`src/core/gpc_params.svh`:
```
// Constants for the output pin configuration register bank
`ifndef GPC_PARAMS_SVH
`define GPC_PARAMS_SVH
`define GPC_ADDR_PIN_TWO 6'h00
`define GPC_ADDR_PIN_ONE 6'h01
`define GPC_ADDR_PIN_ZERO 6'h02
`define GPC_ADDR_STROBE_LO 6'h30
`define GPC_ADDR_STROBE_HI 6'h3D
`define GPC_RST_PIN_TWO 8'h29
`define GPC_RST_PIN_ONE 8'h2E
`define GPC_RST_PIN_ZERO 8'h3F
`define GPC_SEL_CHIP_READY_LOW 6'h29
`define GPC_SEL_TRISTATE 6'h2E
`define GPC_SEL_XOSC_DIV 6'h3F
`define GPC_BIT_TOP 7
`define GPC_BIT_INV 6
`define GPC_XOSC_DIV 192
`define GPC_HDR_RW 7
`define GPC_HDR_BURST 6
`endif

```
`src/core/gpc_pkg.sv`:
```
// Types for the output pin configuration register bank
package gpc_pkg;
  typedef struct packed {
    logic top;
    logic invert;
    logic [5:0] func_sel;
  } gpc_pin_cfg_t;
  typedef struct packed {
    logic read;
    logic burst;
    logic [5:0] addr;
  } gpc_header_t;
  typedef enum logic [1:0] {
    GPC_ST_HEADER = 2'b00,
    GPC_ST_DATA = 2'b01
  } gpc_state_t;
endpackage

```
`src/core/gpc_regs.sv`:
```
// SPI slave holding the three output pin configuration registers
`timescale 1ns/1ps
`include "gpc_params.svh"
module gpc_regs #(
  parameter int XOSC_DIV = `GPC_XOSC_DIV
) (
  input wire logic clk,
  input wire logic rst,
  input wire logic spi_sclk,
  input wire logic spi_cs_n,
  input wire logic spi_mosi,
  output logic spi_miso,
  input wire logic crystal_osc_clock,
  input wire logic chip_ready_low,
  input wire logic [7:0] status_rdata,
  output logic [5:0] status_addr,
  output logic strobe_pulse,
  output logic [5:0] strobe_addr,
  output logic output_pin_two,
  output logic output_pin_two_oe,
  output logic output_pin_one,
  output logic output_pin_one_oe,
  output logic output_pin_zero,
  output logic output_pin_zero_oe,
  output logic output_pin_drive_strength,
  output logic temp_sensor_enable
);
  // The toggle divider only gives the full ratio for even values
  if (XOSC_DIV < 2 || XOSC_DIV > 1024 || XOSC_DIV % 2 != 0) begin : g_bad_div
    $error("XOSC_DIV out of range");
  end

  // Register each pin three times; stage two gives the levels, stages two and three give the edges
  logic [3:0] s1_q, s2_q, s3_q;
  always_ff @(posedge clk) begin
    s1_q <= {spi_sclk, spi_cs_n, spi_mosi, crystal_osc_clock};
    s2_q <= s1_q;
    s3_q <= s2_q;
  end
  logic cs_n, mosi, xosc, sclk_rise, sclk_fall, cs_fall;
  assign cs_n = s2_q[2];
  assign mosi = s2_q[1];
  assign xosc = s2_q[0];
  assign sclk_rise = s2_q[3] & ~s3_q[3];
  assign sclk_fall = ~s2_q[3] & s3_q[3];
  assign cs_fall = ~s2_q[2] & s3_q[2];

  // Stays out of the sleep domain: only rst touches these
  gpc_pkg::gpc_pin_cfg_t pin_two_q, pin_one_q, pin_zero_q;
  gpc_pkg::gpc_pin_cfg_t pin_two_d, pin_one_d, pin_zero_d;
  gpc_pkg::gpc_state_t st_q, st_d;
  gpc_pkg::gpc_header_t hdr_q, hdr_d;
  logic [2:0] bit_q, bit_d;
  logic [7:0] sh_q, sh_d, tx_q, tx_d;
  logic [5:0] addr_q, addr_d;
  logic miso_q, miso_d, stb_q, stb_d;

  function automatic logic is_upper(input logic [5:0] a);
    is_upper = (a >= `GPC_ADDR_STROBE_LO) && (a <= `GPC_ADDR_STROBE_HI);
  endfunction

  function automatic logic [7:0] read_reg(input logic [5:0] a, input logic burst,
                                          input gpc_pkg::gpc_pin_cfg_t p2,
                                          input gpc_pkg::gpc_pin_cfg_t p1,
                                          input gpc_pkg::gpc_pin_cfg_t p0,
                                          input logic [7:0] stat);
    read_reg = 8'h00;
    if (a == `GPC_ADDR_PIN_TWO) read_reg = {1'b0, p2[6:0]};
    else if (a == `GPC_ADDR_PIN_ONE) read_reg = p1;
    else if (a == `GPC_ADDR_PIN_ZERO) read_reg = p0;
    else if (is_upper(a) && burst) read_reg = stat;
  endfunction

  logic [7:0] sh_next;
  assign sh_next = {sh_q[6:0], mosi};
  assign status_addr = addr_q;

  always_comb begin
    st_d = st_q;
    hdr_d = hdr_q;
    bit_d = bit_q;
    sh_d = sh_q;
    tx_d = tx_q;
    addr_d = addr_q;
    miso_d = miso_q;
    stb_d = 1'b0;
    pin_two_d = pin_two_q;
    pin_one_d = pin_one_q;
    pin_zero_d = pin_zero_q;
    if (cs_n) begin
      st_d = gpc_pkg::GPC_ST_HEADER;
      bit_d = 3'h0;
      miso_d = 1'b0;
    end else if (cs_fall) begin
      bit_d = 3'h0;
      miso_d = 1'b0;
    end else if (sclk_rise) begin
      sh_d = sh_next;
      bit_d = bit_q + 3'h1;
      if (bit_q == 3'h7) begin
        if (st_q == gpc_pkg::GPC_ST_HEADER) begin
          hdr_d = sh_next;
          addr_d = sh_next[5:0];
          st_d = gpc_pkg::GPC_ST_DATA;
          // Upper region without burst bit acts as a one-byte command strobe
          if (is_upper(sh_next[5:0]) && !sh_next[`GPC_HDR_BURST]) begin
            stb_d = 1'b1;
            st_d = gpc_pkg::GPC_ST_HEADER;
          end
        end else begin
          if (!hdr_q.read) begin
            if (addr_q == `GPC_ADDR_PIN_TWO) pin_two_d = {1'b0, sh_next[6:0]};
            if (addr_q == `GPC_ADDR_PIN_ONE) pin_one_d = sh_next;
            if (addr_q == `GPC_ADDR_PIN_ZERO) pin_zero_d = sh_next;
          end
          // Burst walks forward through the lower region
          if (hdr_q.burst && !is_upper(addr_q)) addr_d = addr_q + 6'h01;
          else if (!hdr_q.burst) st_d = gpc_pkg::GPC_ST_HEADER;
        end
      end
    end else if (sclk_fall) begin
      miso_d = 1'b0;
      if (st_q == gpc_pkg::GPC_ST_DATA && hdr_q.read) begin
        // Fetch at the last fall of the previous byte: status_addr then already names the new address
        if (bit_q == 3'h0) begin
          tx_d = read_reg(addr_q, hdr_q.burst, pin_two_q, pin_one_q, pin_zero_q,
                          status_rdata);
          miso_d = tx_d[7];
        end else begin
          miso_d = tx_q[3'h7 - bit_q];
        end
      end
    end
  end

  always_ff @(posedge clk) begin
    if (rst) begin
      st_q <= gpc_pkg::GPC_ST_HEADER;
      hdr_q <= '0;
      bit_q <= 3'h0;
      sh_q <= 8'h00;
      tx_q <= 8'h00;
      addr_q <= 6'h00;
      miso_q <= 1'b0;
      stb_q <= 1'b0;
      pin_two_q <= `GPC_RST_PIN_TWO;
      pin_one_q <= `GPC_RST_PIN_ONE;
      pin_zero_q <= `GPC_RST_PIN_ZERO;
    end else begin
      st_q <= st_d;
      hdr_q <= hdr_d;
      bit_q <= bit_d;
      sh_q <= sh_d;
      tx_q <= tx_d;
      addr_q <= addr_d;
      miso_q <= miso_d;
      stb_q <= stb_d;
      pin_two_q <= pin_two_d;
      pin_one_q <= pin_one_d;
      pin_zero_q <= pin_zero_d;
    end
  end
  assign spi_miso = miso_q;
  assign strobe_pulse = stb_q;
  assign strobe_addr = addr_q;

  // Divider of the sampled oscillator level; rate limited by clk sampling
  logic [9:0] div_q, div_d;
  logic div_out_q, div_out_d, xosc_q;
  always_comb begin
    div_d = div_q;
    div_out_d = div_out_q;
    if (xosc & ~xosc_q) begin
      if (div_q == 10'(XOSC_DIV / 2 - 1)) begin
        div_d = 10'h000;
        div_out_d = ~div_out_q;
      end else begin
        div_d = div_q + 10'h001;
      end
    end
  end
  always_ff @(posedge clk) begin
    if (rst) begin
      div_q <= 10'h000;
      div_out_q <= 1'b0;
      xosc_q <= 1'b0;
    end else begin
      div_q <= div_d;
      div_out_q <= div_out_d;
      xosc_q <= xosc;
    end
  end

  // Selector decode; codes outside this bank's knowledge drive the invert bit level
  function automatic logic [1:0] pin_mux(input gpc_pkg::gpc_pin_cfg_t c, input logic rdy_n,
                                         input logic dclk);
    logic v;
    v = 1'b0;
    case (c.func_sel)
      `GPC_SEL_CHIP_READY_LOW: v = rdy_n;
      `GPC_SEL_XOSC_DIV: v = dclk;
      default: v = 1'b0;
    endcase
    pin_mux = {c.func_sel != `GPC_SEL_TRISTATE, v ^ c.invert};
  endfunction

  logic [1:0] m2, m1, m0;
  logic rdy_q;
  always_ff @(posedge clk) begin
    if (rst) rdy_q <= 1'b1;
    else rdy_q <= chip_ready_low;
  end
  assign m2 = pin_mux(pin_two_q, rdy_q, div_out_q);
  assign m1 = pin_mux(pin_one_q, rdy_q, div_out_q);
  assign m0 = pin_mux(pin_zero_q, rdy_q, div_out_q);
  assign output_pin_two = m2[0];
  assign output_pin_two_oe = m2[1];
  assign output_pin_one = m1[0];
  assign output_pin_one_oe = m1[1];
  assign output_pin_zero = m0[0];
  assign output_pin_zero_oe = m0[1];
  assign output_pin_drive_strength = pin_one_q.top;
  assign temp_sensor_enable = pin_zero_q.top;
endmodule

```
`config.mk`:
```
export PLATFORM = sky130hd
export DESIGN_NAME = gpc_regs
export DESIGN_NICKNAME = d
export VERILOG_FILES = /design/src/core/gpc_pkg.sv /design/src/core/gpc_regs.sv
export VERILOG_INCLUDE_DIRS = /design/src /design/src/core
export SDC_FILE = /design/constraint.sdc
export NUM_CORES = 1
export LEC_CHECK = 0
export ABC_CLOCK_PERIOD_IN_PS = 2550
export BUFFER_PORTS_ARGS = -buffer_cell sky130_fd_sc_hd__buf_2
export CAP_MARGIN = 20
export CORE_AREA = 10 10 100 102
export DETAILED_ROUTE_END_ITERATION = 16
export DIE_AREA = 0 0 110 112
export PLACE_DENSITY_LB_ADDON = 0.25
export SYNTH_ARGS = -nofsm -noshare
export SYNTH_HDL_FRONTEND = slang
export SYNTH_SLANG_ARGS = --single-unit
```
`constraint.sdc`:
```
create_clock -name clk -period 2.55 [get_ports clk]
set_input_delay 0.3825 -clock clk [delete_from_list [all_inputs] [get_ports clk]]
set_output_delay 0.3825 -clock clk [all_outputs]
set_load 0.02 [all_outputs]
```
After elaboration in Yosys (flattened, before gate mapping)
Cells that the tools add are included.
{"block": "word_totals", "ff_bits": 78, "memories": 0, "rom_bits": 0, "ramBits": 0, "input_bits": 15, "out_inout_bits": 22, "latchBits": 0, "elab_cells": 110}
{"block": "classes", "magnitude_cmp": 5, "muxes": 19, "add_sub_neg": 4, "n_shift": 0, "bitwise": 17, "reduce_logical": 25, "n_eq_ne": 16, "multipliers": 0, "n_div": 0}
{"cell": "== test 6 bit (second input constant)", "n": 6}
{"cell": "2-to-1 mux 8 bit", "n": 4}
{"cell": "AND reduction 7 bit", "n": 3}
{"cell": "inequality test 6 bit (second input constant)", "n": 3}
{"cell": "AND reduction 5 bit", "n": 3}
{"cell": ">= comparator 6 bit (second input constant)", "n": 2}
{"cell": "<= comparator 6 bit (second input constant)", "n": 2}
{"cell": "2-to-1 mux 6 bit", "n": 2}
{"cell": "adder 10 x 1 -> 10 bit (second input constant)", "n": 1}
{"cell": "== test 10 x 7 -> 1 bit (second input constant)", "n": 1}
{"cell": "2-to-1 mux 10 bit", "n": 1}
{"cell": "inverter 1 bit", "n": 10}
{"cell": "adder 6 x 1 -> 6 bit (second input constant)", "n": 1}
{"cell": "== test 6 x 1 -> 1 bit (second input constant)", "n": 1}
{"cell": "== test 6 x 2 -> 1 bit (second input constant)", "n": 1}
{"cell": "logical AND 1 bit", "n": 6}
{"cell": "logical NOT 6 bit", "n": 1}
{"cell": "2-to-1 mux 2 bit", "n": 3}
{"cell": "one-hot mux 1 bit (2 select lines)", "n": 3}
{"cell": "AND reduction 6 bit", "n": 1}
{"cell": "OR reduction 6 bit", "n": 1}
{"cell": "2-to-1 mux 1 bit", "n": 5}
{"cell": "AND 1 bit", "n": 4}
{"cell": "less-than comparator 3 x 4 -> 1 bit (second input constant)", "n": 1}
{"cell": "16 further kinds", "n": 20}

Logic depth before layout (Yosys ltp)
{"block": "logic_depth", "depth_word": 9, "ltp_mapped": 8, "mapped_depth_nobuf": 6}

Worst setup path after synthesis
Ideal clock, no wire load.
{"block": "synth_timing", "path_type": "register to register", "from": "register addr_q[0], in the netlist status_addr[0]", "to": "register addr_q[3], in the netlist status_addr[3]", "path_stages_with_launch": 8, "n_path_buf": 1, "period_less_slack_ns": 2.066, "required_time_ns": 2.476, "setup_slack_ns": 0.484, "t_arrival_ns": 1.992, "setup_time_ns": 0.074, "path_cell_list": "dfxtp_1 > inv_1 > ha_1 > clkbuf_1 > and4bb_2 > o211ai_1 > or4_1 > a31oi_1"}
{"block": "synth_via", "elab_chain_len": 6, "elab_cells_between_ends": 10, "cone_classes": "add/sub (1); order compare (2); mux (2); reduce/logical (5)"}
{"item": "from (decl)", "line_no": "gpc_regs.sv:55", "text": "logic [5:0] addr_q, addr_d;"}
{"item": "from (signal assigned)", "line_no": "gpc_regs.sv:155", "text": "addr_q <= addr_d;"}
{"item": ">= comparator 6 bit (no source line) / <= comparator 6 bit (equally long branches)"}
{"item": "logical AND 1 bit", "line_no": "gpc_regs.sv:59", "text": "is_upper = (a >= `GPC_ADDR_STROBE_LO) && (a <= `GPC_ADDR_STROBE_HI);"}
{"item": "logical NOT 1 bit", "line_no": "gpc_regs.sv:117", "text": "if (hdr_q.burst && !is_upper(addr_q)) addr_d = addr_q + 6'h01;"}
{"item": "logical AND 1 bit", "line_no": "gpc_regs.sv:117"}
{"item": "nonzero test 2 bit (no source line)"}
{"item": "AND reduction 5 bit (no source line)"}
Parallel ways exist; a longest one is shown, timed or not. The select of a mux whose other input is x is not followed.
A chain may end at the register's enable or synchronous reset.

Worst setup path in the final report
{"block": "layout_timing", "from": "register pin_one_q[1] in the netlist's numbering", "to": "output output_pin_one"}
{"block": "layout_via", "elab_chain_len": 3, "elab_cells_between_ends": 4, "cone_classes": "eq/ne (2); mux (1); bitwise (1)"}
{"item": "from (decl)", "line_no": "gpc_regs.sv:49", "text": "gpc_pkg::gpc_pin_cfg_t pin_two_q, pin_one_q, pin_zero_q;"}
{"item": "from (signal assigned)", "line_no": "gpc_regs.sv:147", "text": "pin_one_q <= `GPC_RST_PIN_ONE;"}
{"item": "from (signal assigned)", "line_no": "gpc_regs.sv:159", "text": "pin_one_q <= pin_one_d;"}
{"item": "== test 6 bit", "line_no": "gpc_regs.sv:199", "text": "case (c.func_sel)"}
{"item": "one-hot mux 1 bit (2 select lines) *", "line_no": "gpc_regs.sv:199"}
{"item": "XOR 1 bit *", "line_no": "gpc_regs.sv:204", "text": "pin_mux = {c.func_sel != `GPC_SEL_TRISTATE, v ^ c.invert};"}
{"item": "to (decl)", "line_no": "gpc_regs.sv:21", "text": "output logic output_pin_one,"}
Mark *: on every way between the ends. The rest lies on a longest branch, timed or not.

==> results.json <==
{
  "synth_ff_type": "dfxtp_1",
  "place_congestion": 0.839,
  "cts.clk_slew.worst_paths_ps": 80,
  "ys_top_cells_by_count": "dfxtp_1 (75), nand3_1 (47), nand2_1 (40)",
  "synth-edff-count": 0,
  "remaining_drc_errors": 0,
  "routedWlPerCell_um": 17.3,
  "portBuffers": 36,
  "synth_compound_area_share_pct": 16.3,
  "grt_pass1_wl_um": 15900,
  "ir_worst_vdd_uv": 362,
  "regToRegSetupSlack_ps": 410,
  "diodes": 0,
  "insertion_delay_ps": 350,
  "final_net_count": 473,
  "initial_core_util_pct": 45.7,
  "status": "finished clean",
  "maxCapViolations": 0,
  "die_h_um": 112,
  "cts_tree": "yes",
  "rows": 33,
  "hold_violations": 0,
  "fmax_ghz": 0.424,
  "maxSlewViolCount": 0,
  "r2r_start": "s2_q[2]",
  "die_area_mm2": 0.0123,
  "synth_mux_area_share_pct": 4.80,
  "arrival_ps": 1980,
  "drt-initial-drc-count": 241,
  "yosys.area_share.simple_pct": 26.6,
  "viasPerCell": 5.88,
  "async_flop_share_pct": 0,
  "p_total_w": 0.00218,
  "ant_nets": 0,
  "cp-end-kind": "primary output",
  "avgSynthCellArea_um2": 8.65,
  "p_per_area_mw_per_mm2": 531,
  "fin_crit_ps": 2360,
  "area_growth_pct": 11.4,
  "cts_hold_buf": 0,
  "cts_sinks": 75,
  "dp_hpwl_um": 6910,
  "syn_nets": 448,
  "synth_top_family_by_area": "simple AND/OR/NAND/NOR gates",
  "antenna_found_initial": 0,
  "layout_worst_path_cycle_share_pct": 92.6,
  "synth_adder_area_share_pct": 2.72,
  "rsz0062_at_grt": "no",
  "grt_use_total_pct": 15.8,
  "critPathMaxFanout": 5,
  "cts_setup_buffers": 0,
  "setup_tns_ps": 0,
  "yosysMostFrequentCell": "dfxtp_1",
  "synth_cells": 425,
  "synth.top_cell.area_share_pct": 40.8,
  "drive_gt1_share_pct": 17.6,
  "cp-startpoint": "pin_one_q[1]",
  "cts-buffers-inserted": 9,
  "clk_path_buf_depth": 2,
  "synth_top_cell_by_area": "dfxtp_1",
  "first_global_vias": 3115,
  "worst-r2r-cell-count": 4,
  "ioPinCount": 37,
  "setup_viol": 0,
  "drt_wl_total_um": 9670,
  "htree_num_levels": 3,
  "r2r-end": "pin_one_q[4]",
  "endpoint": "output_pin_one",
  "vias": 3292,
  "first_pass_iters": 5,
  "slew_headroom_pct": 46.2,
  "holdCritPathClass": "in2reg",
  "synth_area_leaders": "dfxtp_1 (41%), nand3_1 (6.4%), a21oi_1 (4.2%)",
  "path_class": "reg2out",
  "core_area_mm2": 0.00805,
  "worst_slew_pin_slew_ps": 801,
  "yosys_warnings": 0,
  "cts_root_buf": "clkbuf_8",
  "grt_overflow": 0,
  "synth_seq_cells": 75,
  "synth.distinct_cells": 55,
  "grt_max_degree": 39,
  "synth_area_mm2": 0.00368,
  "min-delay-start": "spi_mosi",
  "start_kind": "register",
  "p_leak_nw": 1.46,
  "ys_seq_area_share_pct": 40.8,
  "finalClockSkew_ps": 6.23,
  "die_w_um": 110,
  "cts_resized": 0,
  "synth_xor_xnor_area_share_pct": 3.33,
  "cp.required_ps": 2170
}
final cells by class:
| type | count | area, um^2 |
|---|---|---|
| Multi-Input combinational cell | 310 | 1980 |
| Clock buffer | 9 | 124 |
| Clock inverter | 7 | 78.8 |
| Sequential cell | 75 | 1500 |
| Timing Repair Buffer | 46 | 255 |
| Fill cell | 776 | 3960 |
| Tap cell | 105 | 131 |
| Inverter | 8 | 30.0 |
report_power, final:
group / internal (W) / switching, W / total (W) / leakage [nW]
Clock: 0.000456 / 0.000460 / 0.000915 / 0.0916
Sequential: 0.00118 / 0.0000137 / 0.00120 / 0.609
Combinational: 0.0000255 / 0.0000387 / 0.0000642 / 0.756
registers in the layout, summed over array words and instances (netlist names), 3 cells and up:
signal and flops:
s1_q 4, s2_q 4, bit_q 3, pin_zero_q 7
pin_one_q 7, div_q 10, status_addr 6, pin_two_q 7
sh_q 7, tx_q 8
per-stage QoR:
step	hold WS, ps	setup WS [ps]	instance area [um^2]	cells	utilization [%]
floorplan	310	484	3680	425	-
global placement	311	492	3890	544	48.4
detailed placement	315	462	3890	544	48.4
CTS	109	168	4100	560	50.9
global route	113	119	4100	560	50.9
finish	124	189	4100	560	50.9
worst min path at each step:
stage | endpoint | slack [ps] | cells after the start
final | s1_q[1] | 120 | 1
after global routing | s1_q[1] | 110 | 1
after CTS | s1_q[1] | 110 | 1
after detailed placement | s2_q[0] | 320 | 0
after global placement | s2_q[1] | 310 | 0
after floorplan | s2_q[0] | 310 | 0
cells in the final DEF, fill, tap and decap left out, types with 4 or more instances in the layout:
cell type	instances
a21oi_1	31
buf_2	36
nand2_1	40
dfxtp_1	75
o32ai_1	8
nand3_1	47
o21ai_0	5
xnor2_1	6
a211oi_1	5
a31oi_1	5
nor2_1	25
xor2_1	8
inv_1	7
nor2b_1	4
nand4_1	10
ha_1	8
o21ai_1	19
nand3b_1	7
nor3_1	5
or3_1	6
nand2b_1	4
nor4_1	5
mux2i_1	12
clkbuf_8	9
a32oi_1	8
buf_4	10
critical path, cell delays in order, from the launching register on:
cell and delay [ps]:
dfxtp_1 370, or4b_2 680, a21oi_1 200, xor2_1 190, buf_2 190
cell families after synthesis:
family,Yosys count
AND/OR/NAND/NOR,178
AO/OA/AOI/OAI,95
flip-flops,75
buffers and inverters,40
multiplexers,15
XOR/XNOR,14
adder cells (fa/ha/maj),8
layer usage:
layer / share of wire [%] / GRT usage (%) / vias up
met1: 44 / 20.1 / 1551
met4: 2.3 / 5.47 / 0
met3: 5.6 / 4.27 / 23
li1: - / - / 1614
met2: 48 / 24.9 / 104
met5: 0 / 0 / -
Power figures use the tool's default switching activity.
